===== src/seg_protect_pkg.sv =====
// Shared constants and types for the flash segment code-protection block
package seg_protect_pkg;

	// Program address width (instruction-word addressing, even addresses)
	localparam int ADDR_W = 24;

	// Register byte offsets on the APB side
	localparam logic [7:0] OFS_BOOT_CFG = 8'h00;
	localparam logic [7:0] OFS_SEC_CFG = 8'h04;
	localparam logic [7:0] OFS_BOOT_MAP = 8'h08;
	localparam logic [7:0] OFS_SEC_MAP = 8'h0c;
	localparam logic [7:0] OFS_BLOCK_STAT = 8'h10;

	// Field positions in the boot segment configuration register
	localparam int BWP_BIT = 0;
	localparam int BOOT_SIZE_LSB = 1;
	localparam int RAM_SIZE_LSB = 4;
	// Field positions in the secure segment configuration register
	localparam int SWP_BIT = 0;
	localparam int SEC_SIZE_LSB = 1;
	// Sticky blocked flag position in the block status register
	localparam int BLK_FLAG_BIT = 31;

	// Erased configuration: no segments, everything writable
	localparam logic [5:0] BOOT_CFG_RST = 6'h3f;
	localparam logic [3:0] SEC_CFG_RST = 4'hf;

	// Low two bits of a size field: "no segment", then small, mid and large
	localparam logic [1:0] SIZE_NONE = 2'h3;
	localparam logic [1:0] SIZE_SMALL = 2'h2;
	localparam logic [1:0] SIZE_MID = 2'h1;
	localparam logic [1:0] SIZE_LARGE = 2'h0;

	// First address above the interrupt vectors
	localparam logic [ADDR_W-1:0] BOOT_START = 24'h000200;
	// Boot segment end addresses
	localparam logic [ADDR_W-1:0] BOOT_END_1K = 24'h0007fe;
	localparam logic [ADDR_W-1:0] BOOT_END_4K = 24'h001ffe;
	localparam logic [ADDR_W-1:0] BOOT_END_8K = 24'h003ffe;
	// Secure segment end addresses
	localparam logic [ADDR_W-1:0] SEC_END_4K = 24'h001ffe;
	localparam logic [ADDR_W-1:0] SEC_END_8K = 24'h003ffe;
	localparam logic [ADDR_W-1:0] SEC_END_16K = 24'h007ffe;
	// Step from one instruction word to the next
	localparam logic [ADDR_W-1:0] WORD_STEP = 24'h000002;

	// Boot RAM sizes in bytes
	localparam logic [10:0] RAM_NONE = 11'h000;
	localparam logic [10:0] RAM_128 = 11'h080;
	localparam logic [10:0] RAM_256 = 11'h100;
	localparam logic [10:0] RAM_1024 = 11'h400;

	// Decoded segment map
	typedef struct packed {
		logic boot_valid;
		logic boot_high;
		logic [ADDR_W-1:0] boot_end;
		logic sec_valid;
		logic sec_high;
		logic [ADDR_W-1:0] sec_start;
		logic [ADDR_W-1:0] sec_end;
		logic [10:0] ram_bytes;
	} seg_map_s;

endpackage


===== src/flash_segment_code_protect.sv =====
// Flash boot and secure segment code protection with APB configuration access
//
// Functional notes
// - Boot writes allowed only when boot_write_protect set
// - Boot size x11 means no boot segment
// - Boot size 110/010: 1K words, ends 0x0007FE
// - Boot size 101/001: 4K words, ends 0x001FFE
// - Boot size 100/000: 8K words, ends 0x003FFE
// - Boot RAM size: none, 128, 256, 1024 bytes
// - Secure writes allowed only when secure_write_protect set
// - Secure size X11 means no secure segment
// - Secure 110/010: boot end to 0x001FFE
// - Secure 101/001: boot end to 0x003FFE
// - Secure 100/000: boot end to 0x007FFE
// - Small variants have no secure segment
// - Configuration changes take effect immediately
`timescale 1ns/1ps
module flash_segment_code_protect
	import seg_protect_pkg::*;
(
	input wire logic pclk,
	input wire logic presetn,
	input wire logic psel,
	input wire logic penable,
	input wire logic pwrite,
	input wire logic [7:0] paddr,
	input wire logic [31:0] pwdata,
	output logic [31:0] prdata,
	output logic pready,
	output logic pslverr,
	input wire logic small_variant,
	input wire logic flash_wr_valid,
	input wire logic [ADDR_W-1:0] flash_wr_addr,
	output logic flash_wr_go,
	output logic flash_wr_blocked,
	output logic [ADDR_W-1:0] flash_wr_addr_out,
	output logic [10:0] boot_ram_bytes,
	output logic boot_high_security,
	output logic secure_high_security
);

	// True when addr lies within [lo, hi]
	function automatic logic in_range(input logic [ADDR_W-1:0] addr,
		input logic [ADDR_W-1:0] lo, input logic [ADDR_W-1:0] hi);
		in_range = (addr >= lo) && (addr <= hi);
	endfunction

	// Boot configuration: write protect, boot size, boot RAM size
	logic boot_write_protect;
	logic [2:0] boot_segment_size;
	logic [1:0] boot_ram_size;
	// Secure configuration: write protect, secure size
	logic secure_write_protect;
	logic [2:0] secure_segment_size;
	// Two-stage synchroniser for the variant strap pin
	logic variant_meta;
	logic variant_sync;
	// Sticky flag and address of the last suppressed write
	logic blocked_flag;
	logic [ADDR_W-1:0] blocked_addr;
	// Decoded segment map
	seg_map_s seg_map;

	// APB phase decode
	wire logic apb_setup;
	wire logic apb_commit;
	wire logic apb_wr;
	// Address decode of the mapped registers
	wire logic hit_boot_cfg;
	wire logic hit_sec_cfg;
	wire logic hit_boot_map;
	wire logic hit_sec_map;
	wire logic hit_block;
	wire logic addr_mapped;
	// Read data mux
	wire logic [31:0] next_prdata;
	// Segment membership of the incoming flash write
	wire logic in_boot;
	wire logic in_sec;
	wire logic wr_denied;
	// Clear request for the sticky blocked flag
	wire logic blocked_clear;

	// Setup cycle: answer is prepared for the following access cycle
	assign apb_setup = psel && !penable && !pready;
	// Access completes at the edge where pready is seen high
	assign apb_commit = psel && penable && pready;
	assign apb_wr = apb_commit && pwrite;

	assign hit_boot_cfg = paddr == OFS_BOOT_CFG;
	assign hit_sec_cfg = paddr == OFS_SEC_CFG;
	assign hit_boot_map = paddr == OFS_BOOT_MAP;
	assign hit_sec_map = paddr == OFS_SEC_MAP;
	assign hit_block = paddr == OFS_BLOCK_STAT;
	assign addr_mapped = hit_boot_cfg || hit_sec_cfg || hit_boot_map || hit_sec_map
		|| hit_block;

	// Read values; unused bits read as zero
	assign next_prdata = hit_boot_cfg ? {26'h0000000, boot_ram_size, boot_segment_size,
			boot_write_protect} :
		hit_sec_cfg ? {28'h0000000, secure_segment_size, secure_write_protect} :
		hit_boot_map ? {6'h00, seg_map.boot_valid, seg_map.boot_high, seg_map.boot_end} :
		hit_sec_map ? {6'h00, seg_map.sec_valid, seg_map.sec_high, seg_map.sec_end} :
		hit_block ? {blocked_flag, 7'h00, blocked_addr} : 32'h00000000;

	// Decoder of the live configuration; no reset needed to apply a change
	seg_decode u_decode (
		.boot_segment_size(boot_segment_size),
		.boot_ram_size(boot_ram_size),
		.secure_segment_size(secure_segment_size),
		.secure_present(!variant_sync),
		.seg_map(seg_map)
	);

	// Which protected region does the write land in
	assign in_boot = seg_map.boot_valid && in_range(flash_wr_addr, BOOT_START,
		seg_map.boot_end);
	assign in_sec = seg_map.sec_valid && in_range(flash_wr_addr, seg_map.sec_start,
		seg_map.sec_end);
	// Deny on a cleared protect bit of the segment hit
	assign wr_denied = (in_boot && !boot_write_protect)
		|| (in_sec && !secure_write_protect);

	// Software clears the sticky flag by writing one to its bit
	assign blocked_clear = apb_wr && hit_block && pwdata[BLK_FLAG_BIT];

	// APB handshake and read data
	always_ff @(posedge pclk or negedge presetn) begin
		if (!presetn) begin
			pready <= 1'b0;
			pslverr <= 1'b0;
			prdata <= 32'h00000000;
		end else begin
			// Single wait-free access cycle after every setup
			pready <= apb_setup;
			pslverr <= apb_setup && !addr_mapped;
			prdata <= apb_setup ? next_prdata : 32'h00000000;
		end
	end

	// Boot configuration register
	always_ff @(posedge pclk or negedge presetn) begin
		if (!presetn) begin
			{boot_ram_size, boot_segment_size, boot_write_protect} <= BOOT_CFG_RST;
		end else if (apb_wr && hit_boot_cfg) begin
			// New settings steer the decoder on the next cycle
			boot_write_protect <= pwdata[BWP_BIT];
			boot_segment_size <= pwdata[BOOT_SIZE_LSB +: 3];
			boot_ram_size <= pwdata[RAM_SIZE_LSB +: 2];
		end
	end

	// Secure configuration register
	always_ff @(posedge pclk or negedge presetn) begin
		if (!presetn) begin
			{secure_segment_size, secure_write_protect} <= SEC_CFG_RST;
		end else if (apb_wr && hit_sec_cfg) begin
			secure_write_protect <= pwdata[SWP_BIT];
			secure_segment_size <= pwdata[SEC_SIZE_LSB +: 3];
		end
	end

	// Variant strap synchroniser
	always_ff @(posedge pclk or negedge presetn) begin
		if (!presetn) begin
			variant_meta <= 1'b0;
			variant_sync <= 1'b0;
		end else begin
			variant_meta <= small_variant;
			variant_sync <= variant_meta;
		end
	end

	// Flash write gate: pass or suppress, one cycle later
	always_ff @(posedge pclk or negedge presetn) begin
		if (!presetn) begin
			flash_wr_go <= 1'b0;
			flash_wr_blocked <= 1'b0;
			flash_wr_addr_out <= '0;
		end else begin
			flash_wr_go <= flash_wr_valid && !wr_denied;
			flash_wr_blocked <= flash_wr_valid && wr_denied;
			flash_wr_addr_out <= flash_wr_addr;
		end
	end

	// Sticky blocked record; a new block wins over a clear
	always_ff @(posedge pclk or negedge presetn) begin
		if (!presetn) begin
			blocked_flag <= 1'b0;
			blocked_addr <= '0;
		end else begin
			if (flash_wr_valid && wr_denied) begin
				blocked_flag <= 1'b1;
				blocked_addr <= flash_wr_addr;
			end else if (blocked_clear) begin
				blocked_flag <= 1'b0;
			end
		end
	end

	// Registered view of the decoded map for the rest of the chip
	always_ff @(posedge pclk or negedge presetn) begin
		if (!presetn) begin
			boot_ram_bytes <= RAM_NONE;
			boot_high_security <= 1'b0;
			secure_high_security <= 1'b0;
		end else begin
			boot_ram_bytes <= seg_map.ram_bytes;
			boot_high_security <= seg_map.boot_high;
			secure_high_security <= seg_map.sec_high;
		end
	end
endmodule // flash_segment_code_protect


===== src/seg_decode.sv =====
// Combinational decoder from configuration fields to the segment map
`timescale 1ns/1ps
module seg_decode
	import seg_protect_pkg::*;
(
	input wire logic [2:0] boot_segment_size,
	input wire logic [1:0] boot_ram_size,
	input wire logic [2:0] secure_segment_size,
	input wire logic secure_present,
	output seg_map_s seg_map
);

	// Boot end address per size code
	wire logic [ADDR_W-1:0] boot_end;
	// Secure end address per size code
	wire logic [ADDR_W-1:0] sec_end;
	// Secure start follows the boot segment, or the vectors if none
	wire logic [ADDR_W-1:0] sec_start;
	wire logic boot_valid;
	wire logic sec_valid;

	assign boot_valid = boot_segment_size[1:0] != SIZE_NONE;
	assign boot_end = (boot_segment_size[1:0] == SIZE_SMALL) ? BOOT_END_1K :
		(boot_segment_size[1:0] == SIZE_MID) ? BOOT_END_4K :
		(boot_segment_size[1:0] == SIZE_LARGE) ? BOOT_END_8K : BOOT_START;

	assign sec_end = (secure_segment_size[1:0] == SIZE_SMALL) ? SEC_END_4K :
		(secure_segment_size[1:0] == SIZE_MID) ? SEC_END_8K :
		(secure_segment_size[1:0] == SIZE_LARGE) ? SEC_END_16K : BOOT_START;
	assign sec_start = boot_valid ? (boot_end + WORD_STEP) : BOOT_START;
	// Absent on small variants, and empty when the boot segment covers it
	assign sec_valid = secure_present && (secure_segment_size[1:0] != SIZE_NONE)
		&& (sec_end >= sec_start);

	// Pack the map; bit 2 clear means high security
	assign seg_map.boot_valid = boot_valid;
	assign seg_map.boot_high = boot_valid && !boot_segment_size[2];
	assign seg_map.boot_end = boot_end;
	assign seg_map.sec_valid = sec_valid;
	assign seg_map.sec_high = sec_valid && !secure_segment_size[2];
	assign seg_map.sec_start = sec_start;
	assign seg_map.sec_end = sec_end;
	assign seg_map.ram_bytes = (boot_ram_size == SIZE_SMALL) ? RAM_128 :
		(boot_ram_size == SIZE_MID) ? RAM_256 :
		(boot_ram_size == SIZE_LARGE) ? RAM_1024 : RAM_NONE;

endmodule // seg_decode


===== config.mk =====
export PLATFORM = sky130hd
export DESIGN_NAME = flash_segment_code_protect
export DESIGN_NICKNAME = d
export VERILOG_FILES = /design/src/seg_protect_pkg.sv /design/src/flash_segment_code_protect.sv /design/src/seg_decode.sv
export SDC_FILE = /design/constraint.sdc
export NUM_CORES = 1
export LEC_CHECK = 0
export BUFFER_PORTS_ARGS = -buffer_cell sky130_fd_sc_hd__buf_2
export CORE_MARGIN = 8
export CORE_UTILIZATION = 50
export CTS_BUF_LIST = sky130_fd_sc_hd__clkbuf_4
export DETAILED_ROUTE_END_ITERATION = 8
export PLACE_DENSITY_LB_ADDON = 0.15
export SYNTH_ARGS = -nofsm -noshare
export SYNTH_HDL_FRONTEND = slang
export SYNTH_SLANG_ARGS = --single-unit

===== constraint.sdc =====
create_clock -name pclk -period 4.1 [get_ports pclk]
set_clock_uncertainty 0.1 [all_clocks]
set_input_delay 1.23 -clock pclk [delete_from_list [all_inputs] [get_ports pclk]]
set_output_delay 1.23 -clock pclk [all_outputs]
set_load 0.05 [all_outputs]

==> results of run 1 <==
power by group:
part	switching [uW]	total, uW	internal (uW)
clock	322	508	186
sequential	9.38	992	982
combinational	150	201	51.3
worst paths after layout:
kind / from / to / slack, ns
worst min-delay path: variant_meta$_DFF_PN0_ / variant_sync$_DFF_PN0_ / 0.27
min in group asynchronous: presetn / flash_wr_addr_out[6]$_DFF_PN0_ / 0.68
worst max register to register: boot_segment_size[1]$_DFFE_PN1P_ / blocked_addr[2]$_DFFE_PN0P_ / 0.63
max in group asynchronous: presetn / boot_segment_size[0]$_DFFE_PN1P_ / 2.37
worst min register to register: variant_meta$_DFF_PN0_ / variant_sync$_DFF_PN0_ / 0.27
worst max-delay path: boot_segment_size[1]$_DFFE_PN1P_ / blocked_addr[2]$_DFFE_PN0P_ / 0.63
per-stage QoR:
stage / utilization, % / power, uW / cells
detailed placement: 57.6 / 1210 / 568
global route: 59.1 / 1770 / 584
CTS: 59.1 / 1710 / 584
floorplan: - / 1140 / 377
global placement: 57.6 / 1210 / 568
finish: 59.1 / 1700 / 584
state kept, by name, summed over array words and instances (netlist names):
register              count
prdata                   27
flash_wr_go               1
pready                    1
boot_ram_size             2
pslverr                   1
blocked_flag              1
secure_write_protect      1
flash_wr_blocked          1
boot_write_protect        1
boot_segment_size         3
secure_segment_size       3
boot_ram_bytes            3
boot_high_security        1
blocked_addr             24
flash_wr_addr_out        24
secure_high_security      1
variant_sync              1
variant_meta              1
synthesized netlist by cell type, types with 9 or more instances:
cell | count | share of area, %
mux2_2 | 13 | 3.3
a21o_1 | 9 | 1.5
inv_1 | 17 | 1.4
nand2_1 | 10 | 0.85
buf_4 | 13 | 2.2
ha_1 | 32 | 9.1
mux2_4 | 10 | 3.4
dfstp_2 | 10 | 6.0
dfrtp_1 | 87 | 49
a21oi_1 | 17 | 1.9
nor2_1 | 34 | 2.9
and2_1 | 17 | 2.4
layer usage:
layer  vias to the layer above  share of wire (%)
met1                      1511                 42
met5                         -                  0
met2                        93                 50
li1                       1477                  -
met4                         0                1.7
met3                        15                6.8
kinds of logic after synthesis:
| family | after synthesis | share of synthesized area [%] |
|---|---|---|
| buf+inv | 43 | 5.39 |
| simple gates | 104 | 13.0 |
| other cells | 2 | 0.170 |
| flops | 97 | 55.4 |
| mux | 23 | 6.73 |
| fa+ha+maj | 32 | 9.09 |
| compound gates | 64 | 10.3 |
area by class of cell:
class	count	share of cell area, %
multi-input cells	237	34.7
inverters	17	1.25
well taps	108	2.65
clock inverters	7	1.35
flip-flops and latches	97	47.8
clock buffers	9	1.32
repair buffers	109	10.9
==> results.ini, run 1 <==
[run]
drv_cap=0

[grt]
grt_pass1_vias=3189
grt_overflow_total=0
grt_start_max_net_pins=54
met3_usage_pct=3.87
busiest_layer=met2
antenna_found_initial=0
grt_use_met1_pct=21.6
grt_use_total_pct=17.1
met2_usage_pct=27.9
grt_first_pass_wirelength_mm=16.0

[clock_network]
numCtsBuffers=9
tritoncts=yes
cts.htree.levels=3
clock_sinks=97
ctsResizeCount=0
insertion_delay_ns=0.45
cts.clk_slew.worst_paths_ns=0.15
cts_root_buf=clkbuf_4
cts_setup_buffers=0
cts_buffer_depth=2
ctsHoldBuffers=0

[logic_synthesis]
synth_seq_cells=97
synth.distinct_cells=56
syn_inst=365
syn_area_per_cell_um2=12.1
synthFlopType=dfrtp_1
syn-cell-area_um2=4410
synth_async_sr_flop_share_pct=100
yosys_warnings=0
ys_seq_area_share_pct=55.4
synth_edf_count=0

[critical_path]
startpoint_type=flop
crit_top_cell=a21o_1
crit_cells=10
crit_family=compound AO/OA/AOI/OAI gates
cp-end-kind=flop
crit_type=reg2reg
crit_chain=nand2_1 > inv_1 > ha_1 > a21o_1 > a21o_1 > a211o_1 > o21ai_1 > a32o_1 > buf_4 > mux2_2
cp_max_fo=25
r2r_cells=10
crit_buf_inv=2
slowest_delay_ns=0.69
worstPathRequired_ns=4.34
slowest_stage=dfstp_2
critPathArrivalTime_ns=3.71

[routing]
drt_wl_total_mm=9.90
detail-route-antenna-nets=0
drc=0
drt_first_pass_iters=5
vias=3096
routed_via_density=5.30
detail_route.iter0.violations=132
wire_per_inst_um=17.0

[floorplanning]
io_pins=144
start_util_pct=51.0
core_um2=8640
die_x_um=110
rows=34
die_y_um=110
die-area_um2=12100

[power]
power.density_nw_per_um2=333
power_leakage_uw=0.00267
ir_worst_vdd_mv=0.197

[sta]
fmax_mhz=288
grt_setup_unrepaired=no
layout_setup_ws_ns=0.633
min_period_over_period_pct=84.6
hold_violations=0
period_needed_ns=3.47
setup_viol_count_final=0
slew_headroom_pct=55.5
finalMaxSlewViolations=0
holdWs_ns=0.270
fin_tns_setup_ns=0
worstMarginPinSlew_ns=0.660

[finish]
finalNetCount=574
diodes=0
fill_cells=764
multi_input_area_um2=1770
areaGrowthSynthToFinish_pct=15.9
mostFrequentLayoutCells=buf_2, dfrtp_1, nor2_1, ha_1
regArea_um2=2440
drive_gt1_share_pct=34.9
layout_commonest_cell=buf_2
final_cell_area_um2=5110

[placed_design]
dp_hpwl_mm=7.61
gp_congestion=0.860
placed_cell_area_um2=4970
io_buffers=105
pre_cts_ws_ns=0.426

[worst_hold_path]
holdPathStages=0
min_path_type=reg2reg

[status]
status=finished clean

Note: power is estimated with default switching activity, not from simulation.
==> run 2, diff against run 1 <==
==> constraint.sdc (replaced) <==
create_clock -name pclk -period 3.4 [get_ports pclk]
set_clock_uncertainty 0.1 [all_clocks]
set_input_delay 1.02 -clock pclk [delete_from_list [all_inputs] [get_ports pclk]]
set_output_delay 1.02 -clock pclk [all_outputs]
set_load 0.05 [all_outputs]
==> run 2 against run 1 <==
Compared with the run above:
- clock power rose by 28%
- count of clock-buffer cells in the layout did not move
- highest routed layer unchanged
- design area rose by 1.7%
- register-to-register slack got worse by 0.50 ns
- sequential power rose by 21%
- utilization rose by 1.0 points
- non-clock buffer count rose by 6
- maximum frequency rose by 6.1%
- critical endpoint unchanged
- first-iteration DRC count fell by 19%
- via count fell by 2.1%
==> results.ini, run 2 (same netlist as run 1, synthesis figures left out) <==
[sta]
layout_setup_ws_ns=0.131  ; -0.502 ns
finalMaxSlewViolations=0  ; unchanged
hold_violations=0  ; unchanged
fin_tns_setup_ns=0  ; unchanged
min_period_over_period_pct=96.1  ; +12 points
worstMarginPinSlew_ns=0.738  ; +0.0771 ns
holdWs_ns=0.267  ; -0.00359 ns
fmax_mhz=306  ; +6.1%
period_needed_ns=3.27  ; -0.198 ns
grt_setup_unrepaired=no
slew_headroom_pct=50.8  ; -4.7 points
setup_viol_count_final=0  ; unchanged

[placed_design]
io_buffers=105  ; unchanged
gp_congestion=0.871  ; +1.2%
pre_cts_ws_ns=0.0235  ; -0.403 ns
dp_hpwl_mm=7.62  ; about the same

[routing]
detail_route.iter0.violations=107  ; -19%
drt-met1-wl_mm=4.39  ; +6.3%
detail-route-antenna-nets=0  ; unchanged
met3_length_um=649  ; -3.0%
met2_length_mm=4.81  ; -2.4%
highest_layer=met4
routed_via_density=5.14  ; -3.1%
wire_per_inst_um=16.9  ; -0.56%
drc=0  ; unchanged
drt_wl_total_mm=9.95  ; +0.46%
vias=3031  ; -2.1%
drt_first_pass_iters=4  ; -1

[floorplanning]
start_util_pct=51.0  ; unchanged
die_x_um=110  ; unchanged
die_y_um=110  ; unchanged
die-area_um2=12100  ; unchanged
core_um2=8640  ; unchanged
rows=34  ; unchanged
io_pins=144  ; unchanged

[grt]
grt_start_max_net_pins=58  ; +7.4%
grt_first_pass_wirelength_mm=16.0  ; +0.34%
grt_overflow_total=0  ; unchanged
grt_pass1_vias=3204  ; +0.47%
grt_use_total_pct=17.2  ; +0.097 points
antenna_found_initial=0  ; unchanged

[power]
p_clk_share_pct=31.0  ; +1.1 points
combPwrFrac_pct=11.8  ; about the same
power.density_nw_per_um2=402  ; +21%
netSwitchingFraction_pct=28.9  ; +0.60 points
p_int_uw=1490  ; +22%
power_frac_seq_pct=57.2  ; -1.1 points
p_sw_uw=604  ; +25%
ir_worst_vdd_mv=0.199  ; +1.3%
power_leakage_uw=0.00271  ; +1.6%

[critical_path]
slowest_delay_ns=0.65  ; -0.04 ns
crit_cells=10  ; unchanged
crit_chain=nand2_1 > inv_1 > ha_1 > a21o_1 > a21o_1 > a211o_1 > o21ai_1 > a32o_1 > buf_12 > mux2_2
crit_family=compound AO/OA/AOI/OAI gates
slowest_stage=dfstp_2
r2r_cells=10  ; unchanged
crit_top_cell=a21o_1
startpoint_type=flop
crit_start=boot_segment_size[0]$_DFFE_PN1P_
crit_type=reg2reg
cp-end-kind=flop
critPathArrivalTime_ns=3.51  ; -0.20 ns
worstPathRequired_ns=3.64  ; -0.70 ns
timing.rr.start=boot_segment_size[0]$_DFFE_PN1P_
cp_max_fo=25  ; unchanged
crit_buf_inv=2  ; unchanged

[worst_hold_path]
holdCritStartpoint=variant_meta$_DFF_PN0_
min_path_type=reg2reg
holdPathStages=0  ; unchanged

[finish]
regArea_um2=2440  ; unchanged
largest_registers=prdata x27, blocked_addr x24, flash_wr_addr_out x24
diodes=0  ; unchanged
areaGrowthSynthToFinish_pct=17.9
mostFrequentLayoutCells=buf_2, dfrtp_1, nor2_1, ha_1
multi_input_area_um2=1770  ; unchanged
largest-register=prdata
largest_reg_flops=27  ; unchanged
finalNetCount=580  ; +1.0%
layout_commonest_cell=buf_2
fill_cells=772  ; +1.0%
drive_gt1_share_pct=36.1  ; +1.2 points

[clock_network]
numCtsBuffers=9  ; unchanged
cts.htree.levels=3  ; unchanged
cts_root_buf=clkbuf_4
cts_setup_buffers=0  ; unchanged
cts.clk_slew.worst_paths_ns=0.17  ; +0.02 ns
insertion_delay_ns=0.46  ; about the same
clock_sinks=97  ; unchanged
ctsResizeCount=0  ; unchanged
cts_buffer_depth=2  ; unchanged
ctsHoldBuffers=0  ; unchanged
tritoncts=yes

[run]
drv_cap=0  ; unchanged

[status]
status=finished clean

run 2: changes by cell type in the layout (fill, tap and decap cells not counted), sizes merged:
cell      delta
buf          +6
inv          +2
clkinv       -3
clkinvlp     +1
run 2: final timing paths:
kind                                                        end  slack, ns
worst min-delay path                     variant_sync$_DFF_PN0_       0.27
min in group asynchronous       flash_wr_addr_out[15]$_DFF_PN0_       0.49
worst max register to register      blocked_addr[2]$_DFFE_PN0P_       0.13
worst min register to register           variant_sync$_DFF_PN0_       0.27
max in group asynchronous          blocked_addr[21]$_DFFE_PN0P_       2.03
worst max-delay path                blocked_addr[2]$_DFFE_PN0P_       0.13
run 2: final cells by class:
class,count,area share [%]
sequential,97,47.0
multi-input combinational,237,34.2
timing repair buffer,115,12.1
tap,108,2.60
clock inverter,7,1.64
clock buffer,9,1.30
inverter,17,1.23
run 2: power groups by stage:
stage	Clock [uW]	Sequential, uW	Combinational (uW)
final	649	1200	246
after global routing	721	1200	268
after CTS	670	1200	249
after detailed placement	0	1220	248
after floorplan	0	1280	95.3
after global placement	0	1220	243
run 2: worst register-to-register path: stages (launching register included):
cell and delay, ns:
dfstp_2 0.65, nand2_1 0.16, inv_1 0.31, ha_1 0.32, a21o_1 0.18, a21o_1 0.17
a211o_1 0.29, o21ai_1 0.21, a32o_1 0.22, buf_12 0.20, mux2_2 0.35
run 2: through the flow:
stage	std cells	total power (uW)	util [%]	area (um^2)
3_5_place_dp	574	1470	58.4	5040
3_3_place_gp	574	1460	58.4	5040
5_1_grt	590	2190	60.1	5190
4_1_cts	590	2110	60.1	5190
6_report	590	2090	60.1	5190
2_1_floorplan	377	1370	-	4450
run 2: per-layer routing:
metal	vias to the layer above	GRT usage [%]
met2	71	27.6
met1	1458	22.2
met5	-	0
met4	0	4.82
met3	10	4.92
li1	1492	-
==> run 3, diff against run 2 <==
--- a/config.mk
+++ b/config.mk
@@ -6,11 +6,14 @@
 export NUM_CORES = 1
 export LEC_CHECK = 0
 export BUFFER_PORTS_ARGS = -buffer_cell sky130_fd_sc_hd__buf_2
+export CELL_PAD_IN_SITES_DETAIL_PLACEMENT = 0
+export CELL_PAD_IN_SITES_GLOBAL_PLACEMENT = 1
 export CORE_MARGIN = 8
-export CORE_UTILIZATION = 50
+export CORE_UTILIZATION = 41
 export CTS_BUF_LIST = sky130_fd_sc_hd__clkbuf_4
 export DETAILED_ROUTE_END_ITERATION = 8
 export PLACE_DENSITY_LB_ADDON = 0.15
+export SETUP_SLACK_MARGIN = 0.5
 export SYNTH_ARGS = -nofsm -noshare
 export SYNTH_HDL_FRONTEND = slang
 export SYNTH_SLANG_ARGS = --single-unit
==> run 3 against run 2 <==
Compared with the run above:
- combinational power is 2% higher
- highest routed layer unchanged
- die area is 19% higher
- critical path depth is 2 lower
- sequential share of layout area is 2.6 points lower
- routed wire length is 6.8% higher
==> results.ini, run 3 (same netlist as run 1, synthesis figures left out) <==
[routing]
drc=0  ; unchanged
routed_via_density=4.87  ; -5.2%
detail_route.iter0.violations=144  ; +35%
drt_first_pass_iters=4  ; unchanged
vias=3094  ; +2.1%
detail-route-antenna-nets=0  ; unchanged
wire_per_inst_um=16.7  ; -0.74%
drt_wl_total_mm=10.6  ; +6.8%

[sta]
fin_tns_setup_ns=0  ; unchanged
grt_setup_unrepaired=no
min_period_over_period_pct=83.1  ; -13 points
slew_headroom_pct=61.5  ; +11 points
worstMarginPinSlew_ns=0.572  ; -0.166 ns
period_needed_ns=2.83  ; -0.444 ns
setup_viol_count_final=0  ; unchanged
layout_setup_ws_ns=0.575  ; +0.444 ns
finalMaxSlewViolations=0  ; unchanged
hold_violations=0  ; unchanged
fmax_mhz=354  ; +16%

[critical_path]
worstPathRequired_ns=3.66  ; +0.02 ns
cp_max_fo=5  ; -80%
startpoint_type=input pin
slowest_stage=or4_4
crit_chain=buf_2 > or4_4 > nor3_4 > o211ai_1 > a2bb2oi_2 > a32o_2 > clkbuf_16 > mux2_4
critPathArrivalTime_ns=3.08  ; -0.43 ns
crit_type=in2reg
slowest_delay_ns=0.60  ; -0.05 ns
r2r_cells=10  ; unchanged
cp-end-kind=flop

[grt]
grt_pass1_vias=3326  ; +3.8%
grt_first_pass_wirelength_mm=17.0  ; +5.8%
grt_start_max_net_pins=58  ; unchanged
grt_overflow_total=0  ; unchanged
grt_use_total_pct=14.9  ; -2.3 points
antenna_found_initial=0  ; unchanged

[finish]
drive_gt1_share_pct=41.2  ; +5.1 points
largest_reg_flops=27  ; unchanged
mostFrequentLayoutCells=buf_2, dfrtp_1, nor2_1, ha_1, buf_4
largest-register=prdata
layout_commonest_cell=buf_2
largest_registers=prdata x27, blocked_addr x24, flash_wr_addr_out x24
diodes=0  ; unchanged
regArea_um2=2440  ; unchanged
fill_cells=1005  ; +30%
finalNetCount=593  ; +2.2%
multi_input_area_um2=1890  ; +6.3%
areaGrowthSynthToFinish_pct=24.8

[clock_network]
cts_root_buf=clkbuf_4
cts.htree.levels=3  ; unchanged
ctsHoldBuffers=0  ; unchanged
insertion_delay_ns=0.46  ; about the same
cts.clk_slew.worst_paths_ns=0.15  ; -0.02 ns
numCtsBuffers=9  ; unchanged
tritoncts=yes
cts_buffer_depth=2  ; unchanged
clock_sinks=97  ; unchanged

[power]
power_frac_seq_pct=55.0  ; -2.2 points
p_int_uw=1570  ; +5.7%
netSwitchingFraction_pct=27.8  ; -1.1 points
power_leakage_uw=0.00283  ; +4.3%
combPwrFrac_pct=11.6  ; -0.2 points
power.density_nw_per_um2=396  ; -1.7%
ir_worst_vdd_mv=0.232  ; +17%
p_clk_share_pct=33.4  ; +2.4 points
p_sw_uw=604  ; about the same

[placed_design]
dp_hpwl_mm=7.97  ; +4.5%
io_buffers=105  ; unchanged
gp_congestion=0.831  ; -4.5%
pre_cts_ws_ns=0.0746  ; +0.0511 ns

[floorplanning]
core_um2=10700  ; +23%
rows=38  ; +12%
die_x_um=120  ; +8.9%
die_y_um=120  ; +8.9%
io_pins=144  ; unchanged
die-area_um2=14300  ; +19%
start_util_pct=41.4  ; -9.7 points

[run]
drv_cap=0  ; unchanged

[worst_hold_path]
holdPathStages=0  ; unchanged
min_path_type=reg2reg

[status]
status=finished clean

==> run 3: changes by cell type in the layout (fill, tap and decap cells not counted), moves of 2 or more <==
cell / change
buf_6: +4
ha_1: -4
buf_4: +8
o21ai_0: -2
nor3_1: -2
ha_4: +4
nor2_1: -2
nor2_2: +2
==> run 3: worst paths after layout <==
kind / to / start / slack [ns]
setup / recovery: blocked_addr[14]$_DFFE_PN0P_ / flash_wr_addr[16] / 0.57
hold / removal: variant_sync$_DFF_PN0_ / variant_meta$_DFF_PN0_ / 0.27
setup reg to reg: blocked_addr[14]$_DFFE_PN0P_ / boot_segment_size[0]$_DFFE_PN1P_ / 0.58
hold reg to reg: variant_sync$_DFF_PN0_ / variant_meta$_DFF_PN0_ / 0.27
max in group asynchronous: secure_segment_size[0]$_DFFE_PN1P_ / presetn / 2.03
min in group asynchronous: prdata[22]$_DFF_PN0_ / presetn / 0.41
==> run 3: metal layers <==
layer	wire (um)	GRT usage, %	up-vias
li1	-	-	1515
met1	4670	18.4	1503
met2	5300	24.6	67
met3	529	4.04	9
met4	123	5.31	0
met5	0	0	-
==> run 3: area by class of cell <==
type	instances	area share, %
Sequential cell	97	44.4
Multi-Input combinational cell	237	34.3
Timing Repair Buffer	128	13.8
Tap cell	140	3.19
Clock inverter	6	1.78
Clock buffer	10	1.37
Inverter	17	1.21
==> run 3: what timing repair did <==
| item | in CTS | in global routing |
|---|---|---|
| cloned | 0 | 1 |
| setup buffers | 3 | 9 |
| endpoints found under the setup margin | 15 | 16 |
| pin swaps | 1 | 11 |
| resized for setup | 5 | 18 |
==> run 3: critical path, delay by kind of cell <==
kind	cells	cell delay [ns]
and+or+nand+nor	2	0.82
buffers and inverters	2	0.29
muxes	1	0.29
AOI/OAI and AO/OA	3	0.64
==> run 3: power groups by stage <==
stage / registers (uW) / logic [uW] / clock network, uW
global route: 1200 / 276 / 797
finish: 1200 / 252 / 727
global placement: 1220 / 245 / 0
floorplan: 1280 / 96.0 / 0
CTS: 1200 / 251 / 747
detailed placement: 1220 / 250 / 0
==> run 3: stage by stage <==
step	utilization, %	area (um^2)	hold WS, ns	cells	power (uW)
finish	51.6	5500	0.272	635	2170
global route	51.6	5500	0.278	635	2270
CTS	49.9	5310	0.275	625	2190
detailed placement	47.9	5100	0.243	606	1470
global placement	47.9	5100	0.233	606	1460
floorplan	-	4470	0.231	377	1370
